### src/pkg/uni_ctrl_pkg.sv
// Constants and types for the per-channel global control register bank
// What this block does
// - Operating-mode bit 7 loops transmit line outputs into receive inputs.
// - Operating-mode bit 6 enables cell loopback, ATM UNI mode only.
// - Operating-mode bit 5 enables PLCP loopback, PLCP mode only.
// - Writing bit 4 from zero to one resets the whole framer.
// - Bit 3 clear selects PLCP, set selects direct mapping; resets one.
// - Bit 2 clear selects C-bit parity framing, set selects M13.
// - PLCP timing field: receive PLCP, 8 kHz, stuff input, fixed stuffing.
// - Framer timing field: loop, asynchronous, frame reference; resets 11.
// - I/O bit 7 disables clock-loss detector; bit 6 reports lost clock.
// - I/O bit 5 set: reading active status clears its enable bit.
// - I/O bit 4 clear enables B3ZS; software then picks dual rail.
// - I/O bit 3 clear selects dual rail, set selects single rail.
// - I/O bit 2 picks transmit output update edge, rising or falling.
// - I/O bit 1 picks receive input sampling edge, rising or falling.
// - Writing I/O bit 0 from zero to one restarts frame search.
// - Eight interrupt enables, seven block and one-second, all reset to zero, fixed order.
// - Status bits show pending block interrupts, gated by their modes.
// - Status bit 0 is the one-second interrupt, cleared on status read.
// - Test-cell bit 7 clear selects ATM UNI, set selects clear channel.
// - Test-cell bit 6 lets serial input carry overhead in ATM UNI.
package uni_ctrl_pkg;
  // ------------------------------------------------------------------
  // Register map
  // ------------------------------------------------------------------
  localparam logic [7:0] OFS_OPMODE = 8'h00;
  localparam logic [7:0] OFS_IOCTL  = 8'h01;
  localparam logic [7:0] OFS_PARTID = 8'h02;
  localparam logic [7:0] OFS_REVID  = 8'h03;
  localparam logic [7:0] OFS_IRQEN  = 8'h04;
  localparam logic [7:0] OFS_IRQST  = 8'h05;
  localparam logic [7:0] OFS_TCCTL  = 8'h06;
  // Identity values are arbitrary
  localparam logic [7:0] PART_ID_VAL = 8'h5a;
  localparam logic [7:0] REV_ID_VAL  = 8'h3c;
  // ------------------------------------------------------------------
  // Field positions and reset values
  // ------------------------------------------------------------------
  localparam int OM_LOCAL_LB = 7;
  localparam int OM_CELL_LB  = 6;
  localparam int OM_PLCP_LB  = 5;
  localparam int OM_RESET    = 4;
  localparam int OM_DIRECT   = 3;
  localparam int OM_M13      = 2;
  localparam int IO_LOC_DIS  = 7;
  localparam int IO_LOC      = 6;
  localparam int IO_EN_CLR   = 5;
  localparam int IO_AMI      = 4;
  localparam int IO_SINGLE   = 3;
  localparam int IO_TX_INV   = 2;
  localparam int IO_RX_INV   = 1;
  localparam int IO_FRAME_SEARCH_RESTART  = 0;
  localparam int TC_CLEAR_CH = 7;
  localparam int TC_OH_IN    = 6;
  localparam int IRQ_RX_PLCP = 6;
  localparam int IRQ_ONE_SEC = 0;
  localparam logic [7:0] OPMODE_RST = 8'h0b;
  localparam logic [7:0] IOCTL_RST  = 8'ha0;
  localparam logic [7:0] IRQEN_RST  = 8'h00;
  localparam logic [7:0] TCCTL_RST  = 8'h00;
  localparam logic [7:0] IOCTL_WMSK = 8'hbf;
  localparam logic [7:0] TCCTL_WMSK = 8'hc0;
  // Status bits 5..2 belong to cell and UTOPIA blocks
  localparam logic [7:0] IRQ_ATM_MSK = 8'h3c;
  // ------------------------------------------------------------------
  // Timing
  // ------------------------------------------------------------------
  localparam int CLK_PERIOD_NS = 10;
  localparam int LOC_TIME_NS   = 2000;
  localparam int LOC_CYCLES    = LOC_TIME_NS / CLK_PERIOD_NS;
  localparam int LOC_CW        = $clog2(LOC_CYCLES + 1);
  // ------------------------------------------------------------------
  // Timing reference field
  // ------------------------------------------------------------------
  typedef enum logic [1:0] {
    TREF_LOOP  = 2'h0,
    TREF_8K    = 2'h1,
    TREF_STUFF = 2'h2,
    TREF_FIXED = 2'h3
  } tref_t;
endpackage

### src/pkg/line_cfg_if.sv
// Line-side configuration carried from the register bank to the line port
`timescale 1ns/10ps
interface line_cfg_if;
  logic local_lb;
  logic single_rail;
  logic tx_inv;
  logic rx_inv;
  logic loc_dis;
  logic loc_flag;
  modport bank (output local_lb, single_rail, tx_inv, rx_inv, loc_dis,
                input  loc_flag);
  modport line (input  local_lb, single_rail, tx_inv, rx_inv, loc_dis,
                output loc_flag);
endinterface

### src/hw/line_port.sv
// Line pins: edge selection, rail format, local loopback, clock-loss watch
`timescale 1ns/10ps
module line_port
(
  // Clock and reset
  input  wire logic mclk,
  input  wire logic rst_n,
  // Configuration
  line_cfg_if.line  cfg,
  // Framer core side
  input  wire logic tx_core_pos,
  input  wire logic tx_core_neg,
  output logic      rx_core_pos,
  output logic      rx_core_neg,
  // Line pins
  input  wire logic tx_line_clock,
  input  wire logic rx_line_clock,
  output logic      tx_line_pos_out,
  output logic      tx_line_neg_out,
  input  wire logic rx_line_pos_in,
  input  wire logic rx_line_neg_in
);
  logic                        txc_ff, rxc_ff, tx_edge, rx_edge;
  logic                        src_pos, src_neg;
  logic                        nxt_tpos, nxt_tneg, nxt_rpos, nxt_rneg;
  logic                        nxt_loc;
  logic [uni_ctrl_pkg::LOC_CW-1:0] txcnt_ff, rxcnt_ff, nxt_txcnt, nxt_rxcnt;

  // ------------------------------------------------------------------
  // Edge choice and data path
  // ------------------------------------------------------------------
  always_comb
  begin
    // Inverted mode reacts to the falling edge
    tx_edge = cfg.tx_inv ? (txc_ff & ~tx_line_clock)
                         : (~txc_ff & tx_line_clock);
    rx_edge = cfg.rx_inv ? (rxc_ff & ~rx_line_clock)
                         : (~rxc_ff & rx_line_clock);
    src_pos = cfg.local_lb ? tx_line_pos_out : rx_line_pos_in;
    src_neg = cfg.local_lb ? tx_line_neg_out : rx_line_neg_in;
    nxt_tpos = tx_edge ? tx_core_pos : tx_line_pos_out;
    // Single rail leaves the negative rail idle
    nxt_tneg = tx_edge ? (tx_core_neg & ~cfg.single_rail)
                       : tx_line_neg_out;
    nxt_rpos = rx_edge ? src_pos : rx_core_pos;
    nxt_rneg = rx_edge ? (src_neg & ~cfg.single_rail)
                       : rx_core_neg;
    nxt_txcnt = txcnt_ff;
    nxt_rxcnt = rxcnt_ff;
    if (txc_ff != tx_line_clock)
      nxt_txcnt = '0;
    else if (txcnt_ff != uni_ctrl_pkg::LOC_CW'(uni_ctrl_pkg::LOC_CYCLES))
      nxt_txcnt = txcnt_ff + 1'b1;
    if (rxc_ff != rx_line_clock)
      nxt_rxcnt = '0;
    else if (rxcnt_ff != uni_ctrl_pkg::LOC_CW'(uni_ctrl_pkg::LOC_CYCLES))
      nxt_rxcnt = rxcnt_ff + 1'b1;
    nxt_loc = ~cfg.loc_dis &
      ((txcnt_ff == uni_ctrl_pkg::LOC_CW'(uni_ctrl_pkg::LOC_CYCLES)) |
       (rxcnt_ff == uni_ctrl_pkg::LOC_CW'(uni_ctrl_pkg::LOC_CYCLES)));
  end

  always_ff @(posedge mclk or negedge rst_n)
  begin
    if (!rst_n)
    begin
      txc_ff          <= 1'b0;
      rxc_ff          <= 1'b0;
      tx_line_pos_out <= 1'b0;
      tx_line_neg_out <= 1'b0;
      rx_core_pos     <= 1'b0;
      rx_core_neg     <= 1'b0;
      txcnt_ff        <= '0;
      rxcnt_ff        <= '0;
      cfg.loc_flag    <= 1'b0;
    end
    else
    begin
      txc_ff          <= tx_line_clock;
      rxc_ff          <= rx_line_clock;
      tx_line_pos_out <= nxt_tpos;
      tx_line_neg_out <= nxt_tneg;
      rx_core_pos     <= nxt_rpos;
      rx_core_neg     <= nxt_rneg;
      txcnt_ff        <= nxt_txcnt;
      rxcnt_ff        <= nxt_rxcnt;
      cfg.loc_flag    <= nxt_loc;
    end
  end
endmodule

### src/hw/uni_ctrl_regs.sv
// Global control and status register bank of one framer channel
`timescale 1ns/10ps
module uni_ctrl_regs
(
  // Clock and reset
  input  wire logic       mclk,
  input  wire logic       resetn,
  // Parallel register port
  input  wire logic [7:0] host_addr,
  input  wire logic [7:0] host_wdata,
  input  wire logic       host_wr,
  input  wire logic       host_rd,
  output logic      [7:0] host_rdata,
  output logic            host_irq,
  // Block interrupt requests, bits 7..1, and one-second tick
  input  wire logic [7:1] block_irq_req,
  input  wire logic       one_second_tick,
  // Framer core line data
  input  wire logic       tx_core_pos,
  input  wire logic       tx_core_neg,
  output logic            rx_core_pos,
  output logic            rx_core_neg,
  // Line pins
  input  wire logic       tx_line_clock,
  input  wire logic       rx_line_clock,
  output logic            tx_line_pos_out,
  output logic            tx_line_neg_out,
  input  wire logic       rx_line_pos_in,
  input  wire logic       rx_line_neg_in,
  // Controls to sub-blocks
  output logic            framer_soft_reset,
  output logic            frame_search_restart,
  output logic            cell_loopback_en,
  output logic            plcp_loopback_en,
  output logic            plcp_enable,
  output logic            m13_select,
  output logic            b3zs_enable,
  output logic            clear_channel_mode,
  output logic            tx_overhead_serial_en,
  // Transmit timing source
  output logic            tx_loop_timing,
  output logic            use_eight_khz_ref,
  output logic            use_stuff_control,
  output logic            use_fixed_stuffing,
  output logic            use_tx_frame_ref,
  output logic            use_tx_input_clock
);
  logic [1:0] rst_sync_ff;
  logic       rst_n;
  logic [7:0] opmode_ff, ioctl_ff, irqen_ff, tcctl_ff;
  logic [7:0] nxt_opmode, nxt_ioctl, nxt_irqen, nxt_tcctl;
  logic       sec_ff, nxt_sec;
  logic [7:0] rdata_ff, nxt_rdata;
  logic       srst_ff, nxt_srst, refr_ff, nxt_refr;
  logic [7:0] irq_status, irq_mode_msk;
  logic       atm_mode, plcp_mode, wr_op, wr_io, rd_st;
  uni_ctrl_pkg::tref_t tref;

  line_cfg_if cfg ();

  // ------------------------------------------------------------------
  // Reset release
  // ------------------------------------------------------------------
  // Async assert, synchronous release through two stages
  always_ff @(posedge mclk or negedge resetn)
  begin
    if (!resetn)
      rst_sync_ff <= 2'h0;
    else
      rst_sync_ff <= {rst_sync_ff[0], 1'b1};
  end
  assign rst_n = rst_sync_ff[1];

  // ------------------------------------------------------------------
  // Mode decode
  // ------------------------------------------------------------------
  always_comb
  begin
    atm_mode  = ~tcctl_ff[uni_ctrl_pkg::TC_CLEAR_CH];
    plcp_mode = atm_mode & ~opmode_ff[uni_ctrl_pkg::OM_DIRECT];
    tref      = uni_ctrl_pkg::tref_t'(opmode_ff[1:0]);
    wr_op     = host_wr & (host_addr == uni_ctrl_pkg::OFS_OPMODE);
    wr_io     = host_wr & (host_addr == uni_ctrl_pkg::OFS_IOCTL);
    rd_st     = host_rd & (host_addr == uni_ctrl_pkg::OFS_IRQST);
    // Cell and UTOPIA bits only exist in ATM UNI, PLCP only in PLCP mode
    irq_mode_msk = {1'b1, plcp_mode,
                    atm_mode ? uni_ctrl_pkg::IRQ_ATM_MSK[5:2] : 4'h0,
                    2'h3};
    irq_status = {block_irq_req, sec_ff} & irq_mode_msk;
  end

  // ------------------------------------------------------------------
  // Register file
  // ------------------------------------------------------------------
  always_comb
  begin
    nxt_opmode = opmode_ff;
    nxt_ioctl  = ioctl_ff;
    nxt_irqen  = irqen_ff;
    nxt_tcctl  = tcctl_ff;
    nxt_sec    = sec_ff;
    if (wr_op)
      nxt_opmode = host_wdata;
    if (wr_io)
      nxt_ioctl = host_wdata & uni_ctrl_pkg::IOCTL_WMSK;
    if (host_wr && host_addr == uni_ctrl_pkg::OFS_IRQEN)
      nxt_irqen = host_wdata;
    if (host_wr && host_addr == uni_ctrl_pkg::OFS_TCCTL)
      nxt_tcctl = host_wdata & uni_ctrl_pkg::TCCTL_WMSK;
    // Reading active status drops the matching enables
    if (rd_st && ioctl_ff[uni_ctrl_pkg::IO_EN_CLR])
      nxt_irqen = irqen_ff & ~irq_status;
    // A tick in the read cycle survives: set wins over clear
    if (rd_st)
      nxt_sec = 1'b0;
    if (one_second_tick)
      nxt_sec = 1'b1;
  end

  always_ff @(posedge mclk or negedge rst_n)
  begin
    if (!rst_n)
    begin
      opmode_ff <= uni_ctrl_pkg::OPMODE_RST;
      ioctl_ff  <= uni_ctrl_pkg::IOCTL_RST;
      irqen_ff  <= uni_ctrl_pkg::IRQEN_RST;
      tcctl_ff  <= uni_ctrl_pkg::TCCTL_RST;
      sec_ff    <= 1'b0;
    end
    else if (srst_ff)
    begin
      // Soft reset returns the bank to defaults as well
      opmode_ff <= uni_ctrl_pkg::OPMODE_RST;
      ioctl_ff  <= uni_ctrl_pkg::IOCTL_RST;
      irqen_ff  <= uni_ctrl_pkg::IRQEN_RST;
      tcctl_ff  <= uni_ctrl_pkg::TCCTL_RST;
      sec_ff    <= 1'b0;
    end
    else
    begin
      opmode_ff <= nxt_opmode;
      ioctl_ff  <= nxt_ioctl;
      irqen_ff  <= nxt_irqen;
      tcctl_ff  <= nxt_tcctl;
      sec_ff    <= nxt_sec;
    end
  end

  // ------------------------------------------------------------------
  // Write-edge pulses and read data
  // ------------------------------------------------------------------
  always_comb
  begin
    nxt_srst = wr_op & host_wdata[uni_ctrl_pkg::OM_RESET] &
               ~opmode_ff[uni_ctrl_pkg::OM_RESET];
    nxt_refr = wr_io & host_wdata[uni_ctrl_pkg::IO_FRAME_SEARCH_RESTART] &
               ~ioctl_ff[uni_ctrl_pkg::IO_FRAME_SEARCH_RESTART];
    nxt_rdata = rdata_ff;
    if (host_rd)
    begin
      case (host_addr)
        uni_ctrl_pkg::OFS_OPMODE: nxt_rdata = opmode_ff;
        uni_ctrl_pkg::OFS_IOCTL:
          nxt_rdata = {ioctl_ff[7], cfg.loc_flag, ioctl_ff[5:0]};
        uni_ctrl_pkg::OFS_PARTID: nxt_rdata = uni_ctrl_pkg::PART_ID_VAL;
        uni_ctrl_pkg::OFS_REVID:  nxt_rdata = uni_ctrl_pkg::REV_ID_VAL;
        uni_ctrl_pkg::OFS_IRQEN:  nxt_rdata = irqen_ff;
        uni_ctrl_pkg::OFS_IRQST:  nxt_rdata = irq_status;
        uni_ctrl_pkg::OFS_TCCTL:  nxt_rdata = tcctl_ff;
        default:                  nxt_rdata = 8'h00;
      endcase
    end
  end

  always_ff @(posedge mclk or negedge rst_n)
  begin
    if (!rst_n)
    begin
      rdata_ff <= 8'h00;
      srst_ff  <= 1'b0;
      refr_ff  <= 1'b0;
    end
    else
    begin
      rdata_ff <= nxt_rdata;
      srst_ff  <= nxt_srst;
      refr_ff  <= nxt_refr;
    end
  end

  // ------------------------------------------------------------------
  // Control outputs
  // ------------------------------------------------------------------
  always_comb
  begin
    host_rdata            = rdata_ff;
    host_irq              = |(irqen_ff & irq_status);
    framer_soft_reset     = srst_ff;
    frame_search_restart  = refr_ff;
    cell_loopback_en      = opmode_ff[uni_ctrl_pkg::OM_CELL_LB] &
                            atm_mode;
    plcp_loopback_en      = opmode_ff[uni_ctrl_pkg::OM_PLCP_LB] &
                            plcp_mode;
    plcp_enable           = plcp_mode;
    m13_select            = opmode_ff[uni_ctrl_pkg::OM_M13];
    // Dual-rail choice with B3ZS is left to software
    b3zs_enable           = ~ioctl_ff[uni_ctrl_pkg::IO_AMI];
    clear_channel_mode    = ~atm_mode;
    tx_overhead_serial_en = tcctl_ff[uni_ctrl_pkg::TC_OH_IN] &
                            atm_mode;
    tx_loop_timing        = 1'b0;
    use_eight_khz_ref     = 1'b0;
    use_stuff_control     = 1'b0;
    use_fixed_stuffing    = 1'b0;
    use_tx_frame_ref      = 1'b0;
    use_tx_input_clock    = 1'b0;
    if (plcp_mode)
    begin
      case (tref)
        uni_ctrl_pkg::TREF_LOOP:  tx_loop_timing = 1'b1;
        uni_ctrl_pkg::TREF_8K:    use_eight_khz_ref = 1'b1;
        uni_ctrl_pkg::TREF_STUFF: use_stuff_control = 1'b1;
        default:                  use_fixed_stuffing = 1'b1;
      endcase
    end
    else
    begin
      case (tref)
        uni_ctrl_pkg::TREF_LOOP:  tx_loop_timing = 1'b1;
        uni_ctrl_pkg::TREF_STUFF: use_tx_frame_ref = 1'b1;
        default:                  use_tx_input_clock = 1'b1;
      endcase
    end
  end

  // ------------------------------------------------------------------
  // Line port
  // ------------------------------------------------------------------
  assign cfg.local_lb    = opmode_ff[uni_ctrl_pkg::OM_LOCAL_LB];
  assign cfg.single_rail = ioctl_ff[uni_ctrl_pkg::IO_SINGLE];
  assign cfg.tx_inv      = ioctl_ff[uni_ctrl_pkg::IO_TX_INV];
  assign cfg.rx_inv      = ioctl_ff[uni_ctrl_pkg::IO_RX_INV];
  assign cfg.loc_dis     = ioctl_ff[uni_ctrl_pkg::IO_LOC_DIS];

  line_port u_line
  (
    .mclk            (mclk),
    .rst_n           (rst_n),
    .cfg             (cfg.line),
    .tx_core_pos     (tx_core_pos),
    .tx_core_neg     (tx_core_neg),
    .rx_core_pos     (rx_core_pos),
    .rx_core_neg     (rx_core_neg),
    .tx_line_clock   (tx_line_clock),
    .rx_line_clock   (rx_line_clock),
    .tx_line_pos_out (tx_line_pos_out),
    .tx_line_neg_out (tx_line_neg_out),
    .rx_line_pos_in  (rx_line_pos_in),
    .rx_line_neg_in  (rx_line_neg_in)
  );
endmodule

### config.mk
export PLATFORM = sky130hd
export DESIGN_NAME = uni_ctrl_regs
export DESIGN_NICKNAME = d
export VERILOG_FILES = /design/src/pkg/uni_ctrl_pkg.sv /design/src/pkg/line_cfg_if.sv /design/src/hw/line_port.sv /design/src/hw/uni_ctrl_regs.sv
export SDC_FILE = /design/constraint.sdc
export NUM_CORES = 1
export LEC_CHECK = 0
export ABC_AREA = 1
export BUFFER_PORTS_ARGS = -buffer_cell sky130_fd_sc_hd__buf_2
export CORE_MARGIN = 2
export CORE_UTILIZATION = 50
export DETAILED_ROUTE_END_ITERATION = 6
export GPL_TIMING_DRIVEN = 0
export PLACE_DENSITY = 0.72
export SYNTH_ARGS = -nofsm -noshare
export SYNTH_HDL_FRONTEND = slang
export SYNTH_SLANG_ARGS = --single-unit
export TNS_END_PERCENT = 1
### constraint.sdc
create_clock -name mclk -period 1.8 [get_ports mclk]
set_clock_uncertainty 0.1 [all_clocks]
set_input_delay 0.09 -clock mclk [delete_from_list [all_inputs] [get_ports mclk]]
set_output_delay 0.09 -clock mclk [all_outputs]
set_load 0.02 [all_outputs]
==> results of run 1 <==
## state kept, by name (all words and copies together), names as in the netlist, 2 cells and up
| signal | flops |
|---|---|
| host_rdata | 8 |
| u_line.rxcnt_ff | 8 |
| u_line.txcnt_ff | 8 |
| rst_sync_ff | 2 |
| tcctl_ff | 2 |
| irqen_ff | 8 |
| ioctl_ff | 7 |
| opmode_ff | 8 |
## logic make-up after synthesis
| kind of cell | count (synthesis) |
|---|---|
| mux | 3 |
| simple gates | 254 |
| buf+inv | 75 |
| flops | 61 |
| fa+ha+maj | 8 |
| xor+xnor | 3 |
| other cells | 1 |
| compound gates | 55 |
## cell usage after synthesis (all sizes together)
cell and instances:
nand2 121, inv 68, nor2 62, dfrtp 56
nand3 52, o21ai 29, a21oi 15, nor3 14
ha 8, buf 5, dfstp 5, nand4 3
o22ai 3, o31ai 3, xor2 3, a31oi 2
mux2 2, a211oi 1, clkbuf 1, clkinv 1
conb 1, mux2i 1, nor3b 1, o211ai 1
o21bai 1, or2 1
## report_power, final
part | total, mW | leakage (nW) | internal, mW | switching, mW
registers | 1.55 | 0.792 | 1.46 | 0.0924
clock network | 1.40 | 0.116 | 0.851 | 0.554
logic | 0.435 | 1.35 | 0.176 | 0.260
total | 3.39 | 2.26 | 2.48 | 0.906
## worst min-delay path, stage by stage
cell and delay [ns]:
buf_2 0.12, nand2_1 0.06, nand2_1 0.04, o21ai_0 0.08, nand2_1 0.05
## path summary, 6_finish.rpt
| check | startpoint | to | slack [ns] | depth (start not counted) |
|---|---|---|---|---|
| min reg2reg | rst_sync_ff[0] | rst_sync_ff[1] | 0.26 | 0 |
| min in group asynchronous | rst_sync_ff[1] | irqen_ff[7] | 0.31 | 0 |
| max reg2reg | ioctl_ff[5] | irqen_ff[4] | 0.28 | 7 |
| max in group asynchronous | rst_sync_ff[1] | tcctl_ff[7] | 0.74 | 0 |
| min | block_irq_req[7] | host_rdata[7] | 0.03 | 5 |
| max | tcctl_ff[7] | host_irq | 0.07 | 6 |
## metal layers
layer  wire length (µm)  global-route usage [%]  part of all wire [%]
met5                  0                       0                     0
met4                448                    17.0                   5.2
met3                455                    4.67                   5.2
met2               3950                    39.0                    46
met1               3830                    32.1                    44
## repair_timing
action,CTS,global route
hold endpoints to repair,37,0
hold buffers,18,0
buffers inserted,1,0
endpoints found under the setup margin,2,2
resized for setup,6,3
## final cells by class
type,instances,area (µm²)
Buffer,6,37.5
Clock buffer,12,155
Clock inverter,4,70.1
Fill cell,612,2460
Inverter,69,259
Multi-Input combinational cell,324,1610
Sequential cell,61,1540
Tap cell,80,100
Timing Repair Buffer,79,488
==> impl_metrics.xml, run 1 <==
<?xml version="1.0" encoding="UTF-8"?>
<metrics>
  <group name="detailed_routing">
    <metric name="vias_per_instance" unit="">5.30</metric>
    <metric name="via_count" unit="">3368</metric>
    <metric name="drt-total-wl" unit="µm">8690</metric>
    <metric name="wl_per_cell" unit="µm">13.7</metric>
    <metric name="remaining_drc_errors" unit="">0</metric>
    <metric name="drt_iter0_drc" unit="">265</metric>
    <metric name="ant_nets" unit="">0</metric>
    <metric name="detailed_router_iteration_count_before_antenna_repair" unit="">6</metric>
  </group>
  <group name="clock_tree">
    <metric name="clock_sinks" unit="">61</metric>
    <metric name="clockBufferDepth" unit="">2</metric>
    <metric name="clk_transition_reported_paths" unit="ns">0.07</metric>
    <metric name="tritoncts" unit="">yes</metric>
    <metric name="insertion_delay" unit="ns">0.35</metric>
    <metric name="cts-root-buf" unit="">clkbuf_8</metric>
    <metric name="cts_buffers" unit="">9</metric>
    <metric name="htree_num_levels" unit="">3</metric>
  </group>
  <group name="sta">
    <metric name="period_share" unit="%">96.1</metric>
    <metric name="period_needed" unit="ns">1.73</metric>
    <metric name="final_setup_viols" unit="">0</metric>
    <metric name="max_clock_freq" unit="GHz">0.578</metric>
    <metric name="finalMaxSlewViolations" unit="">0</metric>
    <metric name="tightest_slew" unit="ns">0.766</metric>
    <metric name="grt_setup_unrepaired" unit="">true</metric>
    <metric name="timing.hold.ws" unit="ns">0.0334</metric>
    <metric name="max-slew-margin-rel" unit="%">48.9</metric>
    <metric name="hold_violation_total_from_the_final_report" unit="">0</metric>
    <metric name="timing.setup.tns" unit="ns">0</metric>
    <metric name="final.setup.worst_slack" unit="ns">0.0709</metric>
  </group>
  <group name="worst_setup_path">
    <metric name="cpPeakStageDelay" unit="ns">0.43</metric>
    <metric name="critPathLaunchType" unit="">flop</metric>
    <metric name="cp_slowest_cell" unit="">dfrtp_2</metric>
    <metric name="maximum_fanout_count_along_the_critical_path" unit="">6</metric>
    <metric name="cp_data_required_time" unit="ns">1.61</metric>
    <metric name="worst-endpoint-arrival" unit="ns">1.54</metric>
    <metric name="critical-path-top-delay-family" unit="">flip-flops</metric>
    <metric name="timing.critical_path.cells" unit="">inv_2 -&gt; nand2_1 -&gt; nor2_1 -&gt; a211oi_2 -&gt; nand3_1 -&gt; buf_2</metric>
    <metric name="crit_path_end_kind" unit="">output pin</metric>
    <metric name="timing_worst_setup_path_type" unit="">flop to output pin</metric>
    <metric name="worstPathBufferInverterCount" unit="">2</metric>
  </group>
  <group name="final_layout">
    <metric name="drive_gt1_share" unit="%">20.4</metric>
    <metric name="final_net_count" unit="">592</metric>
    <metric name="fin_util" unit="%">63.4</metric>
    <metric name="layoutNonFillerInstCount" unit="">635</metric>
    <metric name="synthToLayoutAreaGrowth" unit="%">24.6</metric>
    <metric name="antenna-diode-count" unit="">0</metric>
    <metric name="mostFrequentLayoutCells" unit="">nand2_1, inv_1, buf_2</metric>
    <metric name="layout_commonest_cell" unit="">nand2_1</metric>
    <metric name="layout.cell_area.non_filler" unit="µm²">4260</metric>
  </group>
  <group name="placement">
    <metric name="place_area" unit="µm²">3820</metric>
    <metric name="pre_cts_ws" unit="ns">0.119</metric>
    <metric name="dp.final_hpwl" unit="µm">6350</metric>
    <metric name="gp_congestion" unit="">0.944</metric>
    <metric name="placed_instance_count" unit="">600</metric>
    <metric name="number_of_buffers_inserted_by_port_buffering" unit="">60</metric>
  </group>
  <group name="die">
    <metric name="floorplan_row_count" unit="">30</metric>
    <metric name="top_level_ports" unit="">62</metric>
    <metric name="start_util" unit="%">50.9</metric>
    <metric name="dieWidth" unit="µm">86.7</metric>
    <metric name="floorplan.die_area" unit="µm²">7510</metric>
    <metric name="design.core.area" unit="µm²">6720</metric>
    <metric name="die_h" unit="µm">86.7</metric>
  </group>
  <group name="job">
    <metric name="cap_violations" unit="">0</metric>
  </group>
  <group name="yosys">
    <metric name="synth.ff_latch_count" unit="">61</metric>
    <metric name="synth_area_per_cell" unit="µm²">7.43</metric>
    <metric name="simple_gate_portion_of_the_synthesized_area" unit="%">32.5</metric>
    <metric name="yosysTopAreaCellShare" unit="%">41.0</metric>
    <metric name="synth_cell_area" unit="µm²">3420</metric>
    <metric name="synthTopCellsByArea" unit="">dfrtp_1, nand2_1, nand3_1, inv_1, nor2_1</metric>
    <metric name="netlist.top_cell.by_area" unit="">dfrtp_1</metric>
    <metric name="mappedNetlistNets" unit="">502</metric>
    <metric name="post_synth_inst_count" unit="">460</metric>
    <metric name="largest_family_of_logic_cells_by_synthesized_area" unit="">simple AND/OR/NAND/NOR gates</metric>
    <metric name="yosysSeqAreaShare" unit="%">44.8</metric>
    <metric name="post_synthesis_compound_gate_area_fraction" unit="%">9.19</metric>
    <metric name="yosys_warnings" unit="">0</metric>
    <metric name="post_synth_num_cell_types" unit="">37</metric>
    <metric name="synthMuxAreaShare" unit="%">0.952</metric>
    <metric name="post_synth_xor_area_fraction" unit="%">0.769</metric>
    <metric name="synth_adder_area_share" unit="%">2.93</metric>
  </group>
  <group name="run_status">
    <metric name="run_status" unit="">finished clean</metric>
  </group>
  <group name="power">
    <metric name="power.density_cell_area" unit="nW/µm²">796</metric>
    <metric name="max-vdd-ir-drop" unit="V">0.000491</metric>
    <metric name="leakagePower" unit="nW">2.26</metric>
    <metric name="finalPower" unit="mW">3.39</metric>
  </group>
  <group name="global_routing">
    <metric name="grt_start_max_net_pins" unit="">60</metric>
    <metric name="grt_antenna_before_repair" unit="">0</metric>
    <metric name="globalRouteOverflowTotal" unit="">0</metric>
    <metric name="grt.total_usage" unit="%">25.2</metric>
    <metric name="grt_first_pass_wirelength" unit="µm">14500</metric>
    <metric name="grt_pass1_vias" unit="">3131</metric>
  </group>
  <group name="min_path">
    <metric name="hold_class" unit="">input port to flop</metric>
  </group>
</metrics>
(Power assumes the default switching activity.)
==> inputs of run 2 (changes only) <==
- CORE_UTILIZATION: 50 -> 51
- PLACE_DENSITY: 0.72 -> 0.73
- SYNTH_HIERARCHICAL: unset -> 1
==> run 2 against run 1 <==
Count of clock-buffer cells in the layout unchanged. Synthesized area is 5.2% higher. Utilization up 2.1 points. First-iteration DRC count rose by 17%. Maximum frequency rose by 1.7%. Routed wire length rose by 3.3%. Highest routed layer unchanged.
==> impl_metrics.xml, run 2 <==
<?xml version="1.0" encoding="UTF-8"?>
<metrics>
  <group name="global_routing">
    <metric name="grt_pass1_vias" unit="">3219</metric>
    <metric name="grt.total_usage" unit="%">24.8</metric>
    <metric name="grt_first_pass_wirelength" unit="µm">14900</metric>
    <metric name="globalRouteOverflowTotal" unit="">0</metric>
    <metric name="grt_antenna_before_repair" unit="">0</metric>
    <metric name="grt_start_max_net_pins" unit="">60</metric>
  </group>
  <group name="detailed_routing">
    <metric name="via_count" unit="">3462</metric>
    <metric name="ant_nets" unit="">0</metric>
    <metric name="drt_iter0_drc" unit="">310</metric>
    <metric name="wl_per_cell" unit="µm">13.0</metric>
    <metric name="drt-total-wl" unit="µm">8980</metric>
    <metric name="detailed_router_iteration_count_before_antenna_repair" unit="">5</metric>
    <metric name="vias_per_instance" unit="">5.02</metric>
    <metric name="remaining_drc_errors" unit="">0</metric>
  </group>
  <group name="yosys">
    <metric name="post_synth_xor_area_fraction" unit="%">0</metric>
    <metric name="post_synthesis_compound_gate_area_fraction" unit="%">8.59</metric>
    <metric name="synthTopCellsByArea" unit="">dfrtp_1, nand2_1, nand3_1, inv_1, nor2_1</metric>
    <metric name="yosysTopAreaCellShare" unit="%">39.0</metric>
    <metric name="simple_gate_portion_of_the_synthesized_area" unit="%">36.8</metric>
    <metric name="synth-edff-count" unit="">0</metric>
    <metric name="mappedNetlistNets" unit="">541</metric>
    <metric name="netlist.top_cell.by_area" unit="">dfrtp_1</metric>
    <metric name="synthMuxAreaShare" unit="%">0</metric>
    <metric name="synth_adder_area_share" unit="%">2.78</metric>
    <metric name="synth_cell_area" unit="µm²">3600</metric>
    <metric name="post_synth_num_cell_types" unit="">35</metric>
    <metric name="post_synth_inst_count" unit="">499</metric>
    <metric name="yosysMostFrequentCell" unit="">nand2_1</metric>
    <metric name="synth_area_per_cell" unit="µm²">7.21</metric>
    <metric name="yosysSeqAreaShare" unit="%">42.6</metric>
    <metric name="asyncSetResetFlopFracSynth" unit="%">100</metric>
    <metric name="synth.ff_latch_count" unit="">61</metric>
    <metric name="yosys_warnings" unit="">6</metric>
    <metric name="largest_family_of_logic_cells_by_synthesized_area" unit="">simple AND/OR/NAND/NOR gates</metric>
    <metric name="post_synth_most_frequent_cells" unit="">nand2_1, inv_1, nor2_1</metric>
    <metric name="ys.flop_type" unit="">dfrtp_1</metric>
  </group>
  <group name="worst_setup_path">
    <metric name="maximum_fanout_count_along_the_critical_path" unit="">6</metric>
    <metric name="cp_slowest_cell" unit="">dfrtp_2</metric>
    <metric name="worstReg2RegStart" unit="">framer_soft_reset</metric>
    <metric name="timing_worst_setup_path_type" unit="">flop to output pin</metric>
    <metric name="critical-path-top-delay-family" unit="">flip-flops</metric>
    <metric name="cpPeakStageDelay" unit="ns">0.46</metric>
    <metric name="worstPathBufferInverterCount" unit="">2</metric>
    <metric name="critPathLaunchType" unit="">flop</metric>
    <metric name="worst-endpoint-arrival" unit="ns">1.51</metric>
    <metric name="reg2reg_setup_slack" unit="ns">0.25</metric>
    <metric name="crit_path_end_kind" unit="">output pin</metric>
    <metric name="r2r.worst_path.cells" unit="">4</metric>
    <metric name="cp_data_required_time" unit="ns">1.61</metric>
    <metric name="timing.critical_path.cells" unit="">inv_4 -&gt; nand2_1 -&gt; o21ai_1 -&gt; a211oi_2 -&gt; nand3_1 -&gt; buf_2</metric>
    <metric name="reg2reg_capture_point" unit="">opmode_ff[6]</metric>
  </group>
  <group name="power">
    <metric name="max-vdd-ir-drop" unit="V">0.000572</metric>
    <metric name="power.density_cell_area" unit="nW/µm²">774</metric>
    <metric name="leakagePower" unit="nW">2.34</metric>
    <metric name="finalPower" unit="mW">3.44</metric>
  </group>
  <group name="die">
    <metric name="floorplan.die_area" unit="µm²">7740</metric>
    <metric name="dieWidth" unit="µm">88.0</metric>
    <metric name="top_level_ports" unit="">62</metric>
    <metric name="design.core.area" unit="µm²">6790</metric>
    <metric name="start_util" unit="%">52.9</metric>
    <metric name="die_h" unit="µm">88.0</metric>
    <metric name="floorplan_row_count" unit="">30</metric>
  </group>
  <group name="min_path">
    <metric name="hold_class" unit="">input port to flop</metric>
    <metric name="hold-path-cell-count" unit="">4</metric>
    <metric name="holdPathEnd" unit="">u_line/rx_core_neg</metric>
    <metric name="worstHoldStart" unit="">rx_line_neg_in</metric>
  </group>
  <group name="placement">
    <metric name="dp.final_hpwl" unit="µm">6480</metric>
    <metric name="number_of_buffers_inserted_by_port_buffering" unit="">60</metric>
    <metric name="gp_congestion" unit="">0.943</metric>
  </group>
  <group name="sta">
    <metric name="grt_setup_unrepaired" unit="">false</metric>
    <metric name="timing.setup.tns" unit="ns">0</metric>
    <metric name="final_setup_viols" unit="">0</metric>
    <metric name="tightest_slew" unit="ns">0.755</metric>
    <metric name="hold_violation_total_from_the_final_report" unit="">0</metric>
    <metric name="period_needed" unit="ns">1.70</metric>
    <metric name="period_share" unit="%">94.4</metric>
    <metric name="finalMaxSlewViolations" unit="">0</metric>
    <metric name="max-slew-margin-rel" unit="%">49.6</metric>
    <metric name="max_clock_freq" unit="GHz">0.588</metric>
  </group>
  <group name="final_layout">
    <metric name="mostFrequentLayoutCells" unit="">nand2_1, buf_2, inv_1</metric>
    <metric name="layout_commonest_cell" unit="">nand2_1</metric>
    <metric name="antenna-diode-count" unit="">0</metric>
    <metric name="num-fill-cells" unit="">587</metric>
    <metric name="synthToLayoutAreaGrowth" unit="%">23.8</metric>
    <metric name="multi_input_comb_area" unit="µm²">1750</metric>
    <metric name="final_net_count" unit="">631</metric>
    <metric name="drive_gt1_share" unit="%">23.1</metric>
    <metric name="sequential_cell_area" unit="µm²">1540</metric>
  </group>
  <group name="clock_tree">
    <metric name="tritoncts" unit="">yes</metric>
    <metric name="htree_num_levels" unit="">3</metric>
    <metric name="insertion_delay" unit="ns">0.34</metric>
    <metric name="clk_transition_reported_paths" unit="ns">0.07</metric>
    <metric name="clock_sinks" unit="">61</metric>
    <metric name="cts-root-buf" unit="">clkbuf_8</metric>
    <metric name="clockBufferDepth" unit="">2</metric>
    <metric name="cts_buffers" unit="">9</metric>
  </group>
  <group name="run_status">
    <metric name="run_status" unit="">finished clean</metric>
  </group>
  <group name="job">
    <metric name="cap_violations" unit="">0</metric>
  </group>
</metrics>
[run 2: changes by cell type after synthesis, sizes merged, moves of 3 or more]
cell / before / now
nand3: 52 / 56
nor3: 14 / 8
xor2: 3 / 0
o21ai: 29 / 33
inv: 68 / 73
nand2: 121 / 153
nor2: 62 / 71
[run 2: cell families after synthesis]
family | count (synthesis)
flip-flops | 61
buffers and inverters | 82
other | 1
AND/OR/NAND/NOR | 292
adder cells (fa/ha/maj) | 8
AO/OA/AOI/OAI | 55
[run 2: area by class of cell]
class	instances	area share, %
sequential	61	34.5
tap	96	2.70
inverter	74	6.35
multi-input combinational	356	39.4
timing repair buffer	79	10.9
clock buffer	12	3.49
buffer	8	1.10
clock inverter	3	1.55
[run 2: worst max path at each step]
| stage | start | endpoint | slack [ns] | cells past startpoint |
|---|---|---|---|---|
| after floorplan | tcctl_ff[7] | use_tx_frame_ref | 0.21 | 4 |
| after global placement | tcctl_ff[7] | host_irq | 0.24 | 6 |
| after detailed placement | rst_sync_ff[1] | host_rdata[6] | 0.24 | 0 |
| after CTS | tcctl_ff[7] | host_irq | 0.04 | 6 |
| after global routing | tcctl_ff[7] | host_irq | 0.003 | 6 |
| final | tcctl_ff[7] | host_irq | 0.10 | 6 |
[run 2: where the power goes]
group          leakage [nW]  switching, mW  internal [mW]
sequential            0.792          0.103           1.46
combinational          1.43          0.305          0.194
clock                 0.113          0.527          0.851
[run 2: per-stage QoR]
| step | util, % | std cells | area (µm²) | hold slack [ns] | setup slack, ns |
|---|---|---|---|---|---|
| 2_1_floorplan | - | 499 | 3600 | -0.306 | 0.211 |
| 3_3_place_gp | 59.2 | 655 | 4020 | -0.225 | 0.243 |
| 3_5_place_dp | 59.2 | 655 | 4020 | -0.222 | 0.238 |
| 4_1_cts | 65.2 | 688 | 4430 | 0.0132 | 0.0443 |
| 5_1_grt | 65.5 | 689 | 4450 | 0.0387 | 0.00343 |
| 6_report | 65.5 | 689 | 4450 | 0.0171 | 0.100 |
[run 2: routing by layer]
metal  wire length (µm)  track usage [%]  vias up
met5                  0                0        -
met4                313             10.8        0
met3                465             6.03       23
met2               4310             39.8      117
met1               3880             32.0     1569
li1                   -                -     1753
[run 2: worst reg2reg max path, delay by kind of cell, from the launching register on]
family,cells,cell delay (ns)
flip-flops,1,0.55
AO/OA/AOI/OAI,1,0.09
buffers and inverters,1,0.45
AND/OR/NAND/NOR,2,0.25
[run 2: repair_timing]
item	in CTS	in global routing
gates resized for setup	3	5
gates cloned	0	0
pin swaps	1	2
setup buffers	1	1
setup endpoints to repair	1	1
endpoints found under the hold margin	32	0
hold buffers	17	0
==> inputs of run 3 (changes only) <==
- CORE_UTILIZATION: 51 -> 39
- PLACE_DENSITY: 0.73 -> 0.58
==> run 3 against run 2 <==
Hold slack better by 0.037 ns. Total power down 0.26%. Count of clock-buffer cells in the layout down 3. Final cell count grew 2.3%. Via count decreased by 0.26%. Register-to-register slack worse by 0.03 ns. Global-route usage fell by 4.2 points. Sequential share of layout area shrank 0.31 points. Critical path type unchanged. Largest power group unchanged.
==> impl_metrics.xml, run 3 (synthesis results as in run 2) <==
<?xml version="1.0" encoding="UTF-8"?>
<metrics>
  <group name="sta">
    <metric name="period_needed" unit="ns">1.67</metric>
    <metric name="final.setup.worst_slack" unit="ns">0.133</metric>
    <metric name="grt_setup_unrepaired" unit="">false</metric>
    <metric name="final_setup_viols" unit="">0</metric>
    <metric name="finalMaxSlewViolations" unit="">0</metric>
    <metric name="hold_violation_total_from_the_final_report" unit="">0</metric>
    <metric name="tightest_slew" unit="ns">0.790</metric>
    <metric name="period_share" unit="%">92.6</metric>
    <metric name="timing.setup.tns" unit="ns">0</metric>
    <metric name="max_clock_freq" unit="GHz">0.600</metric>
    <metric name="max-slew-margin-rel" unit="%">47.4</metric>
  </group>
  <group name="die">
    <metric name="floorplan_row_count" unit="">35</metric>
    <metric name="start_util" unit="%">39.5</metric>
    <metric name="design.core.area" unit="µm²">9110</metric>
    <metric name="die_h" unit="µm">100</metric>
    <metric name="top_level_ports" unit="">62</metric>
    <metric name="dieWidth" unit="µm">100</metric>
    <metric name="floorplan.die_area" unit="µm²">10000</metric>
  </group>
  <group name="clock_tree">
    <metric name="cts-root-buf" unit="">clkbuf_8</metric>
    <metric name="clockBufferDepth" unit="">2</metric>
    <metric name="clk_transition_reported_paths" unit="ns">0.08</metric>
    <metric name="htree_num_levels" unit="">3</metric>
    <metric name="clock_sinks" unit="">61</metric>
    <metric name="cts_buffers" unit="">9</metric>
    <metric name="tritoncts" unit="">yes</metric>
    <metric name="insertion_delay" unit="ns">0.34</metric>
  </group>
  <group name="global_routing">
    <metric name="grt_antenna_before_repair" unit="">0</metric>
    <metric name="grt_first_pass_wirelength" unit="µm">16100</metric>
    <metric name="grt.total_usage" unit="%">20.6</metric>
    <metric name="grt_start_max_net_pins" unit="">60</metric>
    <metric name="grt_pass1_vias" unit="">3327</metric>
    <metric name="globalRouteOverflowTotal" unit="">0</metric>
  </group>
  <group name="placement">
    <metric name="placed_instance_count" unit="">670</metric>
    <metric name="pre_cts_ws" unit="ns">0.219</metric>
    <metric name="gp_congestion" unit="">0.895</metric>
    <metric name="number_of_buffers_inserted_by_port_buffering" unit="">60</metric>
    <metric name="dp.final_hpwl" unit="µm">7100</metric>
  </group>
  <group name="min_path">
    <metric name="hold_class" unit="">input port to flop</metric>
  </group>
  <group name="detailed_routing">
    <metric name="detailed_router_iteration_count_before_antenna_repair" unit="">5</metric>
    <metric name="wl_per_cell" unit="µm">13.7</metric>
    <metric name="vias_per_instance" unit="">4.90</metric>
    <metric name="drt_iter0_drc" unit="">220</metric>
    <metric name="remaining_drc_errors" unit="">0</metric>
    <metric name="drt-total-wl" unit="µm">9670</metric>
    <metric name="via_count" unit="">3453</metric>
    <metric name="ant_nets" unit="">0</metric>
  </group>
  <group name="final_layout">
    <metric name="mostFrequentLayoutCells" unit="">nand2_1, inv_1, buf_2</metric>
    <metric name="final_net_count" unit="">631</metric>
    <metric name="layoutNonFillerInstCount" unit="">705</metric>
    <metric name="num-fill-cells" unit="">915</metric>
    <metric name="drive_gt1_share" unit="%">23.7</metric>
    <metric name="antenna-diode-count" unit="">0</metric>
    <metric name="layout_commonest_cell" unit="">nand2_1</metric>
    <metric name="fin_util" unit="%">49.3</metric>
    <metric name="synthToLayoutAreaGrowth" unit="%">24.9</metric>
  </group>
  <group name="worst_setup_path">
    <metric name="maximum_fanout_count_along_the_critical_path" unit="">6</metric>
    <metric name="worst-endpoint-arrival" unit="ns">1.48</metric>
    <metric name="critPathLaunchType" unit="">flop</metric>
    <metric name="timing_worst_setup_path_type" unit="">flop to output pin</metric>
    <metric name="crit_path_end_kind" unit="">output pin</metric>
    <metric name="cp_data_required_time" unit="ns">1.61</metric>
  </group>
  <group name="job">
    <metric name="cap_violations" unit="">0</metric>
  </group>
  <group name="power">
    <metric name="power.density_cell_area" unit="nW/µm²">765</metric>
    <metric name="leakagePower" unit="nW">2.34</metric>
    <metric name="max-vdd-ir-drop" unit="V">0.000408</metric>
  </group>
  <group name="run_status">
    <metric name="run_status" unit="">finished clean</metric>
  </group>
</metrics>
## run 3: layout make-up
cell class	count	area, µm²	share of cell area [%]
Multi-Input combinational cell	356	1770	39.3
Sequential cell	61	1540	34.2
Timing Repair Buffer	79	494	11.0
Inverter	74	283	6.30
Tap cell	111	139	3.09
Clock buffer	9	124	2.76
Clock inverter	7	98.8	2.20
Buffer	8	48.8	1.09
## run 3: worst max-delay path, cell delays in order, from the launching register on
cell	delay (ns)
dfstp_2	0.52
inv_1	0.07
nand2_2	0.16
inv_1	0.08
nor3_1	0.12
buf_2	0.19
## run 3: final timing paths
| kind | startpoint | end | slack [ns] | cells after the start |
|---|---|---|---|---|
| setup / recovery | opmode_ff[3] | use_tx_frame_ref | 0.13 | 5 |
| hold / removal | block_irq_req[7] | host_rdata[7] | 0.05 | 5 |
| setup reg to reg | framer_soft_reset | opmode_ff[7] | 0.22 | 4 |
| hold reg to reg | rst_sync_ff[0] | rst_sync_ff[1] | 0.26 | 0 |
| max in group asynchronous | rst_sync_ff[1] | tcctl_ff[7] | 0.75 | 0 |
| min in group asynchronous | rst_sync_ff[1] | tcctl_ff[6] | 0.31 | 0 |
## run 3: power by group
part	internal [mW]	leakage [nW]	switching [mW]
Sequential	1.46	0.792	0.104
Clock	0.786	0.110	0.576
Combinational	0.200	1.44	0.307
Total	2.45	2.34	0.987
## run 3: metal layers
layer | global-route usage (%) | vias up | wire length (µm)
li1 | - | 1744 | -
met1 | 27.4 | 1618 | 4390
met2 | 34.0 | 83 | 4680
met3 | 5.15 | 8 | 500
met4 | 5.06 | 0 | 98
met5 | 0 | - | 0
## run 3: what timing repair did
action / 4_1_cts / 5_1_grt
resized for setup: 3 / 11
pin swaps: 0 / 3
endpoints found under the setup margin: 1 / 2
hold buffers: 18 / 0
endpoints found under the hold margin: 32 / 0
buffers inserted: 0 / 1
## run 3: through the flow
step | instance area [µm²] | power (mW) | hold WS (ns)
6_report | 4490 | 3.44 | 0.0546
3_5_place_dp | 4040 | 2.05 | -0.223
2_1_floorplan | 3600 | 1.87 | -0.306
5_1_grt | 4490 | 3.64 | 0.0665
3_3_place_gp | 4040 | 2.04 | -0.225
4_1_cts | 4450 | 3.46 | 0.0372
